==> config.mk <==
export PLATFORM = sky130hd
export DESIGN_NAME = lsgp_port
export DESIGN_NICKNAME = d
export VERILOG_FILES = /design/src/logic/lsgp_port.v
export VERILOG_INCLUDE_DIRS = /design/src /design/src/logic
export SDC_FILE = /design/constraint.sdc
export NUM_CORES = 1
export LEC_CHECK = 0
export BUFFER_PORTS_ARGS = -buffer_cell sky130_fd_sc_hd__buf_2
export CORE_MARGIN = 1
export CORE_UTILIZATION = 50
export CTS_BUF_LIST = sky130_fd_sc_hd__clkbuf_4 sky130_fd_sc_hd__clkbuf_8
export DETAILED_ROUTE_END_ITERATION = 7
export PLACE_DENSITY = 0.86
export SLEW_MARGIN = 30
export SYNTH_ARGS = -nofsm -noshare
export SYNTH_HDL_FRONTEND = slang
export SYNTH_SLANG_ARGS = --single-unit
==> constraint.sdc <==
create_clock -name ref_clk -period 1.3 [get_ports ref_clk]
set_clock_uncertainty 0.1 [all_clocks]
set_input_delay 0.065 -clock ref_clk [delete_from_list [all_inputs] [get_ports ref_clk]]
set_output_delay 0.065 -clock ref_clk [all_outputs]
set_load 0.01 [all_outputs]
==> src/logic/lsgp_port_regs.vh <==
`ifndef LSGP_PORT_REGS_VH
`define LSGP_PORT_REGS_VH
`define LSGP_ADDR_W          4
`define LSGP_OFF_DATA        4'h0
`define LSGP_OFF_DIR         4'h1
`define LSGP_OFF_PULLUP      4'h2
`define LSGP_RST_DATA        8'h00
`define LSGP_RST_DIR         8'h00
`define LSGP_RST_PULLUP      8'h00
`define LSGP_DIR_READ        8'hFF
`define LSGP_UNMAPPED_READ   8'h00
`define LSGP_HI_SEG_LO       4'h4
`define LSGP_HI_SEG_HI       4'hB
`define LSGP_LO_SEG_LO       4'h3
`define LSGP_LO_SEG_HI       4'hA
`define LSGP_SEG_BASE        9
`endif

==> src/logic/lsgp_port.v <==
`timescale 1ns/1ps
`include "lsgp_port_regs.vh"

// Functional notes
// - Output bits read back the latch
// - Input bits read the sampled pin
// - Eight-bit data latch, resets to zero
// - Direction one drives, zero inputs
// - Direction register write-only, reads ones
// - Settings apply only in general I/O
// - Pull-up bit enables input pull-up
// - Output pins keep pull-up off
// - All pull-ups off after reset
// - Eight-bit pull-up register, resets zero
// - Upper nibble segments for codes 4..B
// - Lower nibble segments for codes 3..A
// - Segment-select code is a block input
module lsgp_port #(
	parameter WIDTH = 8
) (
	input  wire                    ref_clk,
	input  wire                    sys_rst,
	input  wire [`LSGP_ADDR_W-1:0] busAddr,
	input  wire [WIDTH-1:0]        busWrData,
	input  wire                    busWrStb,
	input  wire                    busRdStb,
	output reg  [WIDTH-1:0]        busRdData,
	input  wire [3:0]              segmentSelectCode,
	input  wire [WIDTH-1:0]        segmentOutput,
	input  wire [WIDTH-1:0]        pinIn,
	output reg  [WIDTH-1:0]        pinOut,
	output reg  [WIDTH-1:0]        pinOutEn_n,
	output reg  [WIDTH-1:0]        pullupOn,
	output reg  [WIDTH-1:0]        segmentMode
);

	localparam HALF       = WIDTH / 2;
	localparam MODE_IN    = 3'b001;
	localparam MODE_OUT   = 3'b010;
	localparam MODE_SEG   = 3'b100;
	localparam SEL_NONE   = 3'b000;
	localparam SEL_DATA   = 3'b001;
	localparam SEL_DIR    = 3'b010;
	localparam SEL_PULLUP = 3'b100;

	// Software-visible registers
	reg  [WIDTH-1:0] portDataLatch_reg;
	reg  [WIDTH-1:0] pinDirectionSelect_reg;
	reg  [WIDTH-1:0] inputPullupEnable_reg;

	// Pin synchroniser stages
	reg  [WIDTH-1:0] sync1_reg;
	reg  [WIDTH-1:0] sync2_reg;
	reg  [WIDTH-1:0] sync3_reg;
	reg  [WIDTH-1:0] pinLevel_reg;

	// Decode and next values
	reg  [WIDTH-1:0] rdData_next;
	wire [WIDTH-1:0] stagesAgree;
	wire [WIDTH-1:0] segMode_next;
	wire [WIDTH-1:0] pinOut_next;
	wire [WIDTH-1:0] pinOutEn_n_next;
	wire [WIDTH-1:0] pullupOn_next;
	wire [WIDTH-1:0] dataRead_w;
	wire [2:0]       regSel;
	wire             hiSeg;
	wire             loSeg;
	wire             wrData;
	wire             wrDir;
	wire             wrPullup;
	genvar           g;

	function inRange;
		input [3:0] code;
		input [3:0] lo;
		input [3:0] hi;
		begin
			inRange = (code >= lo) && (code <= hi);
		end
	endfunction

	// Register select, one-hot
	function [2:0] regSelect;
		input [`LSGP_ADDR_W-1:0] addr;
		begin
			case (addr)
				`LSGP_OFF_DATA: begin
					regSelect = SEL_DATA;
				end
				`LSGP_OFF_DIR: begin
					regSelect = SEL_DIR;
				end
				`LSGP_OFF_PULLUP: begin
					regSelect = SEL_PULLUP;
				end
				default: begin
					regSelect = SEL_NONE;
				end
			endcase
		end
	endfunction

	// Pin role from segment flag and direction bit
	function [2:0] pinModeOf;
		input segBit;
		input dirBit;
		begin
			if (segBit) begin
				pinModeOf = MODE_SEG;
			end else if (dirBit) begin
				pinModeOf = MODE_OUT;
			end else begin
				pinModeOf = MODE_IN;
			end
		end
	endfunction

	// Level presented to the pad
	function padLevel;
		input [2:0] mode;
		input       latchBit;
		input       segBit;
		begin
			case (mode)
				MODE_SEG: begin
					padLevel = segBit;
				end
				MODE_OUT: begin
					padLevel = latchBit;
				end
				MODE_IN: begin
					padLevel = latchBit;
				end
				default: begin
					padLevel = 1'b0;
				end
			endcase
		end
	endfunction

	// Pad enable, low drives
	function padEnable_n;
		input [2:0] mode;
		begin
			case (mode)
				MODE_SEG: begin
					padEnable_n = 1'b0;
				end
				MODE_OUT: begin
					padEnable_n = 1'b0;
				end
				MODE_IN: begin
					padEnable_n = 1'b1;
				end
				default: begin
					padEnable_n = 1'b1;
				end
			endcase
		end
	endfunction

	// Pull-up only on general inputs
	function pullupLevel;
		input [2:0] mode;
		input       pullBit;
		begin
			case (mode)
				MODE_SEG: begin
					pullupLevel = 1'b0;
				end
				MODE_OUT: begin
					pullupLevel = 1'b0;
				end
				MODE_IN: begin
					pullupLevel = pullBit;
				end
				default: begin
					pullupLevel = 1'b0;
				end
			endcase
		end
	endfunction

	// Segment decode
	assign hiSeg = inRange(segmentSelectCode, `LSGP_HI_SEG_LO, `LSGP_HI_SEG_HI);
	assign loSeg = inRange(segmentSelectCode, `LSGP_LO_SEG_LO, `LSGP_LO_SEG_HI);

	// Register address decode
	assign regSel   = regSelect(busAddr);
	assign wrData   = busWrStb & (regSel == SEL_DATA);
	assign wrDir    = busWrStb & (regSel == SEL_DIR);
	assign wrPullup = busWrStb & (regSel == SEL_PULLUP);

	// Data latch
	always @(posedge ref_clk) begin
		if (sys_rst) begin
			portDataLatch_reg <= `LSGP_RST_DATA;
		end else if (wrData) begin
			portDataLatch_reg <= busWrData;
		end
	end

	// Direction register
	always @(posedge ref_clk) begin
		if (sys_rst) begin
			pinDirectionSelect_reg <= `LSGP_RST_DIR;
		end else if (wrDir) begin
			pinDirectionSelect_reg <= busWrData;
		end
	end

	// Pull-up enable register
	always @(posedge ref_clk) begin
		if (sys_rst) begin
			inputPullupEnable_reg <= `LSGP_RST_PULLUP;
		end else if (wrPullup) begin
			inputPullupEnable_reg <= busWrData;
		end
	end

	// First synchroniser stage
	always @(posedge ref_clk) begin
		if (sys_rst) begin
			sync1_reg <= {WIDTH{1'b0}};
		end else begin
			sync1_reg <= pinIn;
		end
	end

	// Second stage
	always @(posedge ref_clk) begin
		if (sys_rst) begin
			sync2_reg <= {WIDTH{1'b0}};
		end else begin
			sync2_reg <= sync1_reg;
		end
	end

	// Third stage
	always @(posedge ref_clk) begin
		if (sys_rst) begin
			sync3_reg <= {WIDTH{1'b0}};
		end else begin
			sync3_reg <= sync2_reg;
		end
	end

	// Accept a level once stages two and three agree
	assign stagesAgree = ~(sync2_reg ^ sync3_reg);
	always @(posedge ref_clk) begin
		if (sys_rst) begin
			pinLevel_reg <= {WIDTH{1'b0}};
		end else begin
			pinLevel_reg <= (stagesAgree & sync3_reg) | (~stagesAgree & pinLevel_reg);
		end
	end

	// Per-pin decode
	generate
		for (g = 0; g < WIDTH; g = g + 1) begin : gen_pin
			wire [2:0] pinMode;

			if (g >= HALF) begin : gen_hi
				assign segMode_next[g] = hiSeg;
			end else begin : gen_lo
				assign segMode_next[g] = loSeg;
			end

			assign pinMode            = pinModeOf(segMode_next[g], pinDirectionSelect_reg[g]);
			assign pinOut_next[g]     = padLevel(pinMode, portDataLatch_reg[g], segmentOutput[g]);
			assign pinOutEn_n_next[g] = padEnable_n(pinMode);
			assign pullupOn_next[g]   = pullupLevel(pinMode, inputPullupEnable_reg[g]);
			assign dataRead_w[g]      = pinDirectionSelect_reg[g] ? portDataLatch_reg[g] : pinLevel_reg[g];
		end
	endgenerate

	// Read mux
	always @* begin
		rdData_next = `LSGP_UNMAPPED_READ;
		case (regSel)
			SEL_DATA: begin
				rdData_next = dataRead_w;
			end
			SEL_DIR: begin
				rdData_next = `LSGP_DIR_READ;
			end
			SEL_PULLUP: begin
				rdData_next = inputPullupEnable_reg;
			end
			default: begin
				rdData_next = `LSGP_UNMAPPED_READ;
			end
		endcase
	end

	// Read data stands one cycle
	always @(posedge ref_clk) begin
		if (sys_rst) begin
			busRdData <= {WIDTH{1'b0}};
		end else if (busRdStb) begin
			busRdData <= rdData_next;
		end else begin
			busRdData <= {WIDTH{1'b0}};
		end
	end

	// Segment mode flags
	always @(posedge ref_clk) begin
		if (sys_rst) begin
			segmentMode <= {WIDTH{1'b0}};
		end else begin
			segmentMode <= segMode_next;
		end
	end

	// Pad level
	always @(posedge ref_clk) begin
		if (sys_rst) begin
			pinOut <= {WIDTH{1'b0}};
		end else begin
			pinOut <= pinOut_next;
		end
	end

	// Pad enable
	always @(posedge ref_clk) begin
		if (sys_rst) begin
			pinOutEn_n <= {WIDTH{1'b1}};
		end else begin
			pinOutEn_n <= pinOutEn_n_next;
		end
	end

	// Pull-up control
	always @(posedge ref_clk) begin
		if (sys_rst) begin
			pullupOn <= {WIDTH{1'b0}};
		end else begin
			pullupOn <= pullupOn_next;
		end
	end

endmodule // lsgp_port

==> flow_summary.yaml, run 1 <==
routing:
  firstDrtPassIters: 4
  vias_per_cell: 5.06
  postRouteWirelength_um: 6910
  num_vias: 2531
  drc: 0
  wl_met1_um: 2990
  wl_met2_um: 3440
  detail-route-antenna-nets: 0
  drtIter0Drc: 158
  met3_length_um: 363
  wl_per_cell_um: 13.8
  routed.top_layer: "met4"
synth:
  synth_warnings: 0
  synth_top_family_by_area: "simple AND/OR/NAND/NOR gates"
  syn_nets: 356
  synthSimpleGateAreaFrac_pct: 20.0
  muxShareOfSynthArea_pct: 9.82
  synth.distinct_cells: 26
  yosysSeqAreaShare_pct: 55.3
  synth_compound_gate_area_share_pct: 8.56
  synth_area_per_cell_um2: 10.3
  synth_cells: 317
  synthXorXnorAreaFrac_pct: 0
  yosys.area_share.adder_pct: 1.15
  synth.cell_area_um2: 3260
  ys_seq_elements: 90
pwr:
  p_int_mw: 4.47
  worst_ir_drop_vdd_mv: 0.821
  leakagePower_nw: 1.85
  p_sw_share_pct: 21.5
  sequentialPowerShare_pct: 50.4
  p_per_area_nw_per_um2: 1350
  comb_power_share_pct: 8.6
  clkPwrFrac_pct: 41.0
  switching_power_mw: 1.22
floorplanning:
  dieArea_um2: 6850
  die_h_um: 82.8
  initial_core_util_pct: 51.6
  io_pins: 76
  rows: 29
  design.core.area_um2: 6310
  die_x_um: 82.8
timing:
  min_period_ns: 1.14
  rsz0062_at_grt: "no"
  setup_viol: 0
  fmax_mhz: 874
  worstMarginPinSlew_ns: 0.323
  timing.final.crit_share_pct: 88.0
  slew_viol_final: 0
  hold_viol: 0
  fin_ws_ns: 0.156
  relSlewSlack_pct: 78.2
worst_setup_path:
  crit_chain: "mux2i_1 -> nand2_1 -> and3_1"
  cpPeakStageDelay_ns: 0.42
  worstSetupEndpoint: "busRdData[5]"
  cp.arrival_ns: 1.30
  crit_path_end_kind: "register"
  cp_max_fo: 4
  r2r_end: "busRdData[5]"
  r2r_start: "pinDirectionSelect_reg[5]"
  r2r_slack_ns: 0.16
  crit_path_top_delay_cell: "dfxtp_1"
  required_ns: 1.46
  start_kind: "register"
  cp-startpoint: "pinDirectionSelect_reg[5]"
  reg2reg_depth: 3
  criticalPathCategory: "reg2reg"
global_route:
  antenna_found_initial: 0
  overflow: 0
  grt_pass1_vias: 2344
  grt_pass1_wl_um: 10800
  grt_max_degree: 91
  grt_use_total_pct: 22.0
placement:
  dpl_worst_slack_ns: -0.0751
  place_congestion: 0.810
  hpwlAfterDp_um: 4420
  place_inst: 460
  io_buffers: 75
cts:
  clk_pin_slew_worst_paths_ns: 0.08
  cts_setup_buffers: 0
  root_buffer: "clkbuf_8"
  clkLatencyLatePin_ns: 0.35
  cts_tree: "done"
  cts.sinks: 90
  numCtsBuffers: 9
  h-tree-depth: 3
  cts_buffer_depth: 2
finish:
  insertedDiodeCount: 0
  nets: 457
  instances_no_fill: 500
  final_layout_size_suffix_gt1_share_pct: 25.5
  syn2layout_area_growth_pct: 29.6
  n_fill_cell: 491
job:
  max_cap_viol_count: 0
min_path:
  hold_path_startpoint: "busAddr[1]"
  hold_depth: 3
  min-delay-path-class: "in2reg"
run_status:
  status: "finished, final reports clean"
## cell usage in the layout (no fill, tap or decap), types with 8 or more instances in the layout
cell type and instances:
nand2b_1 19, inv_1 10, dfxtp_1 90, buf_4 12, clkbuf_8 11, buf_2 75
o21ai_0 24, and3_1 8, nand3_1 8, o21bai_1 8, mux2i_1 32, or2b_1 10
a21oi_1 18, nand2_1 17, nor2b_1 27, dlygate4sd3_1 24, nor4_1 8
## what timing repair did
action | 4_1_cts | 5_1_grt
hold endpoints to repair | 39 | 0
hold buffers | 24 | 0
gates resized for setup | 0 | 0
## power by group through the flow
stage	sequential, mW	combinational, mW	clock (mW)
final	2.87	0.491	2.33
after floorplan	2.95	0.238	0
after detailed placement	2.93	0.432	0
after global routing	2.88	0.540	2.49
after CTS	2.87	0.491	2.37
after global placement	2.93	0.420	0
## cells by family after synthesis
logic type / count (synthesis)
DFF: 90
adders and majority gates: 3
AOI/OAI and AO/OA: 51
and+or+nand+nor: 108
muxes: 32
buffers and inverters: 33
## how the worst min path moves through the flow
stage | endpoint | slack [ns]
floorplan | sync1_reg[0] | 0.09
global placement | sync1_reg[2] | 0.17
detailed placement | sync1_reg[2] | 0.18
CTS | busRdData[5] | 0.05
global route | busRdData[5] | 0.07
finish | busRdData[5] | 0.08
## cell type report
class	instances	area, um^2	area share (%)
flip-flops and latches	90	1800	42.6
multi-input cells	194	1290	30.6
repair buffers	113	746	17.6
clock buffers	11	151	3.58
clock inverters	5	100	2.37
well taps	77	96.3	2.28
inverters	10	37.5	0.888
## metrics by stage
stage / utilization (%) / hold WS [ns] / cell area [um^2] / total power, mW / setup TNS (ns)
floorplan: - / 0.0932 / 3270 / 3.19 / 0
global route: 66.9 / 0.0731 / 4230 / 5.91 / 0
finish: 66.9 / 0.0750 / 4230 / 5.69 / 0
CTS: 66.9 / 0.0517 / 4230 / 5.73 / 0
global placement: 59.2 / 0.173 / 3730 / 3.35 / 0
detailed placement: 59.2 / 0.177 / 3730 / 3.36 / -0.591
## routing by layer
metal / track usage, % / up-vias
met4: 10.9 / 0
met3: 6.15 / 10
met2: 35.7 / 78
met5: 0 / -
met1: 26.5 / 1184
li1: - / 1259
## critical path: cells and delay by family, from the launching register on
| kind | cells | cell delay (ns) |
|---|---|---|
| muxes | 1 | 0.26 |
| DFF | 1 | 0.42 |
| and+or+nand+nor | 2 | 0.26 |
## cells in the mapped netlist (all sizes together)
master | n | area share, %
a21oi | 18 | 2.8
a2bb2oi | 1 | 0.27
and3 | 8 | 1.5
buf | 11 | 2.7
clkbuf | 12 | 1.4
dfxtp | 90 | 55
ha | 3 | 1.2
inv | 10 | 1.2
mux2i | 32 | 9.8
nand2 | 17 | 2.0
nand2b | 19 | 3.6
nand3 | 8 | 1.2
nand3b | 1 | 0.23
nor2 | 5 | 0.58
nor2b | 27 | 5.2
nor3 | 1 | 0.50
nor3b | 1 | 0.38
nor4 | 8 | 1.5
nor4bb | 1 | 0.31
o21ai | 24 | 3.7
o21bai | 8 | 1.8
or2b | 10 | 2.3
or3b | 1 | 0.27
or4b | 1 | 0.31
Power figures use the tool's default switching activity.
==> run 2: changes to the inputs <==
Settings changed: MAX_ROUTING_LAYER set to met4.
==> run 2 against run 1 <==
  * Register-to-register slack barely moved
  * Maximum frequency about the same
  * Critical path type unchanged
  * Via count shrank 0.43%
  * Clock power about the same
  * First-iteration DRC count fell by 11%
  * Clock-buffer cell count stayed put
  * Largest cell class unchanged
  * Critical path depth did not move
  * Global-route usage grew 0.61 points
  * Wire length down 0.49%
  * Cell count is the same
  * Die area unchanged
  * Flip-flop and latch count is the same
==> flow_summary.yaml, run 2 (synthesis results as in run 1) <==
pwr:
  worst_ir_drop_vdd_mv: 0.819
  power_mw: 5.68
  p_per_area_nw_per_um2: 1350
  leakagePower_nw: 1.85
timing:
  hold_viol: 0
  min_period_ns: 1.14
  setup_viol: 0
  fmax_mhz: 874
  worstMarginPinSlew_ns: 0.323
  timing.final.crit_share_pct: 88.0
  slew_viol_final: 0
  rsz0062_at_grt: "no"
  relSlewSlack_pct: 78.2
  holdWs_ns: 0.0744
global_route:
  grt_max_degree: 91
  grt_pass1_wl_um: 10800
  grt_pass1_vias: 2341
  antenna_found_initial: 0
  overflow: 0
  grt_use_total_pct: 22.6
cts:
  cts_buffer_depth: 2
  cts_tree: "done"
  cts.sinks: 90
  h-tree-depth: 3
  root_buffer: "clkbuf_8"
  cts_resized: 0
  numCtsBuffers: 9
  clk_pin_slew_worst_paths_ns: 0.08
  clkLatencyLatePin_ns: 0.35
  cts_setup_buffers: 0
worst_setup_path:
  cp.arrival_ns: 1.30
  required_ns: 1.46
  cp-startpoint: "pinDirectionSelect_reg[5]"
  r2r_slack_ns: 0.16
  criticalPathCategory: "reg2reg"
  r2r_end: "busRdData[5]"
  crit_path_end_kind: "register"
  cp_max_fo: 4
  r2r_start: "pinDirectionSelect_reg[5]"
  worstSetupEndpoint: "busRdData[5]"
  reg2reg_depth: 3
  start_kind: "register"
routing:
  wl_met1_um: 2990
  wl_met2_um: 3420
  firstDrtPassIters: 4
  wl_per_cell_um: 13.8
  num_vias: 2520
  postRouteWirelength_um: 6880
  routed.top_layer: "met4"
  detail-route-antenna-nets: 0
  drtIter0Drc: 141
  met3_length_um: 358
  vias_per_cell: 5.04
  drc: 0
floorplanning:
  io_pins: 76
  die_x_um: 82.8
  dieArea_um2: 6850
  design.core.area_um2: 6310
  initial_core_util_pct: 51.6
  rows: 29
  die_h_um: 82.8
job:
  max_cap_viol_count: 0
min_path:
  hold_depth: 3
  min-delay-path-class: "in2reg"
finish:
  final_common_cell: "dfxtp_1"
  syn2layout_area_growth_pct: 29.6
  final_layout_size_suffix_gt1_share_pct: 25.5
  n_fill_cell: 491
  nets: 457
  mostFrequentLayoutCells: "dfxtp_1 (90), buf_2 (75), mux2i_1 (32)"
  insertedDiodeCount: 0
placement:
  place_congestion: 0.822
  io_buffers: 75
  hpwlAfterDp_um: 4420
run_status:
  status: "finished, final reports clean"
==> run 2: cell counts in the layout (fill, tap and decap cells not counted) <==
Identical to the previous run, type by type.
==> run 2: how the worst min path moves through the flow <==
stage	start	endpoint	slack, ns
CTS	busAddr[1]	busRdData[5]	0.05
global route	busAddr[1]	busRdData[5]	0.07
detailed placement	pinIn[2]	sync1_reg[2]	0.18
floorplan	pinIn[0]	sync1_reg[0]	0.09
global placement	pinIn[2]	sync1_reg[2]	0.17
finish	busAddr[1]	busRdData[5]	0.07
==> run 2: cell type report <==
class / instances / area [um^2] / area share, %
flip-flops and latches: 90 / 1800 / 42.6
multi-input cells: 194 / 1290 / 30.6
repair buffers: 113 / 746 / 17.6
clock buffers: 11 / 151 / 3.58
clock inverters: 5 / 100 / 2.37
well taps: 77 / 96.3 / 2.28
inverters: 10 / 37.5 / 0.888
==> run 2: worst max-delay path, cell delays in order, from the launching register on <==
cell and delay, ns:
dfxtp_1 0.42, mux2i_1 0.26, nand2_1 0.09, and3_1 0.17
==> run 2: metrics by stage <==
step	worst slack (ns)	setup TNS, ns	std cells	util [%]	cell area (um^2)
finish	0.156	0	500	66.9	4230
global route	0.127	0	500	66.9	4230
CTS	0.130	0	500	66.9	4230
detailed placement	-0.0751	-0.591	460	59.2	3730
global placement	0.0239	0	460	59.2	3730
floorplan	0.00137	0	317	-	3270
==> run 2: what timing repair did <==
item,in CTS,in global routing
endpoints found under the hold margin,39,0
endpoints found under the setup margin,0,0
hold buffers,24,0
==> run 2: metal layers <==
metal | vias up | global-route usage, %
met5 | - | -
li1 | 1260 | -
met3 | 10 | 5.93
met4 | 0 | 10.9
met2 | 77 | 36.1
met1 | 1173 | 26.3
==> run 2: power by group <==
| group | switching, mW | leakage (nW) | internal, mW |
|---|---|---|---|
| Clock | 0.952 | 0.129 | 1.38 |
| Sequential | 0.0298 | 0.734 | 2.84 |
| Combinational | 0.237 | 0.991 | 0.254 |
==> run 3: changes to the inputs <==
Settings changed: CORE_UTILIZATION 50 to 55, PLACE_DENSITY 0.86 to 0.89, RECOVER_POWER set to 50.
Clock period 1.3 ns to 1.16 ns, I/O delays scaled along.
==> run 3 against run 2 <==
  * First-iteration DRC count increased by 87%
  * Critical endpoint is now busRdData[0]
  * Wire length grew 8.2%
  * Largest power group unchanged
  * Hold slack got worse by 0.018 ns
  * Setup slack got worse by 0.13 ns
==> flow_summary.yaml, run 3 (synthesis results as in run 1) <==
worst_setup_path:
  reg2reg_depth: 3
  path_depth: 3
  critPathBufInv: 0
  start_kind: "register"
  crit_chain: "mux2i_1 -> nand2_1 -> and3_1"
  cp_max_fo: 2
  crit_path_top_delay_cell: "dfxtp_1"
  cpPeakStageDelay_ns: 0.39
  cp.arrival_ns: 1.29
  required_ns: 1.32
  crit_path_end_kind: "register"
  critPathTopFamily: "flip-flops"
  criticalPathCategory: "reg2reg"
timing:
  hold_viol: 0
  timing.final.crit_share_pct: 97.3
  slew_viol_final: 0
  worstMarginPinSlew_ns: 0.454
  min_period_ns: 1.13
  setup_viol: 0
  tns_ns: 0
  fmax_mhz: 886
  relSlewSlack_pct: 69.7
  holdWs_ns: 0.0564
pwr:
  comb_power_share_pct: 8.4
  sequentialPowerShare_pct: 48.8
  leakagePower_nw: 1.86
  clkPwrFrac_pct: 42.8
  power_mw: 6.59
  worst_ir_drop_vdd_mv: 0.964
  p_int_mw: 5.19
  p_per_area_nw_per_um2: 1550
  switching_power_mw: 1.40
  p_sw_share_pct: 21.3
finish:
  insertedDiodeCount: 0
  final_layout_size_suffix_gt1_share_pct: 25.7
  final_common_cell: "dfxtp_1"
  ff_latch_area_um2: 1810
  final_util_pct: 75.8
  syn2layout_area_growth_pct: 30.4
  instances_no_fill: 500
  nets: 462
  mostFrequentLayoutCells: "dfxtp_1 (87), buf_2 (72), mux2i_1 (32)"
  n_fill_cell: 387
  multi_input_area_um2: 1290
floorplanning:
  rows: 27
  die_h_um: 79.0
  die_x_um: 79.0
  initial_core_util_pct: 58.1
  io_pins: 76
  design.core.area_um2: 5610
  dieArea_um2: 6240
placement:
  hpwlAfterDp_um: 4540
  place_inst: 460
  place_congestion: 0.813
  io_buffers: 75
job:
  max_cap_viol_count: 0
global_route:
  met3_usage_pct: 7.13
  top_usage_layer: "met2"
  grt_pass1_vias: 2495
  use_met2_pct: 41.5
  use_met1_pct: 30.4
  grt_use_total_pct: 25.9
  antenna_found_initial: 0
  grt_pass1_wl_um: 11800
  grt_max_degree: 52
  overflow: 0
cts:
  h-tree-depth: 3
  clkLatencyLatePin_ns: 0.36
  clk_pin_slew_worst_paths_ns: 0.09
  numCtsBuffers: 9
  root_buffer: "clkbuf_8"
  cts_tree: "done"
  cts.sinks: 90
  cts_buffer_depth: 2
min_path:
  hold_depth: 3
  min-delay-path-class: "in2reg"
routing:
  drc: 0
  detail-route-antenna-nets: 0
  wl_per_cell_um: 14.9
  num_vias: 2602
  drtIter0Drc: 264
  firstDrtPassIters: 4
  postRouteWirelength_um: 7440
  vias_per_cell: 5.20
run_status:
  status: "finished, final reports clean"
[run 3: repair_timing]
item | 4_1_cts | 5_1_grt
endpoints found under the setup margin | 0 | 3
buffers inserted | 0 | 0
endpoints found under the hold margin | 38 | 0
hold buffers | 24 | 0
gates resized for setup | 0 | 3
[run 3: layout make-up]
class | instances | area share, %
Multi-Input combinational cell | 194 | 30.4
Inverter | 10 | 0.883
Sequential cell | 90 | 42.5
Clock buffer | 11 | 3.41
Clock inverter | 5 | 2.94
Timing Repair Buffer | 118 | 17.8
Tap cell | 72 | 2.12
[run 3: power by group through the flow]
stage                     sequential (mW)  clock, mW  combinational, mW
after floorplan                      3.31          0              0.273
after global placement               3.28          0              0.474
after detailed placement             3.28          0              0.493
after CTS                            3.21       2.82              0.557
after global routing                 3.23       2.97              0.600
final                                3.22       2.82              0.557
[run 3: path summary, 6_finish.rpt]
kind                             startpoint            to  slack (ns)
setup / recovery  pinDirectionSelect_reg[0]  busRdData[0]        0.03
hold / removal                   busAddr[1]  busRdData[2]        0.06
setup reg to reg  pinDirectionSelect_reg[0]  busRdData[0]        0.03
hold reg to reg                sync1_reg[1]  sync2_reg[1]        0.34
[run 3: worst min-delay path, cell delays in order]
cell	delay (ns)
buf_2	0.19
o21ai_0	0.09
and3_1	0.14
[run 3: through the flow]
stage	worst slack, ns	area [um^2]
finish	0.0311	4250
global route	-0.0228	4250
CTS	0.0417	4280
detailed placement	-0.221	3770
global placement	-0.178	3770
floorplan	-0.132	3280
[run 3: layer usage]
layer	share of wire [%]	vias to the layer above
met5	0	-
met4	2.8	0
met3	6.4	22
met2	49	106
met1	42	1202
li1	-	1272
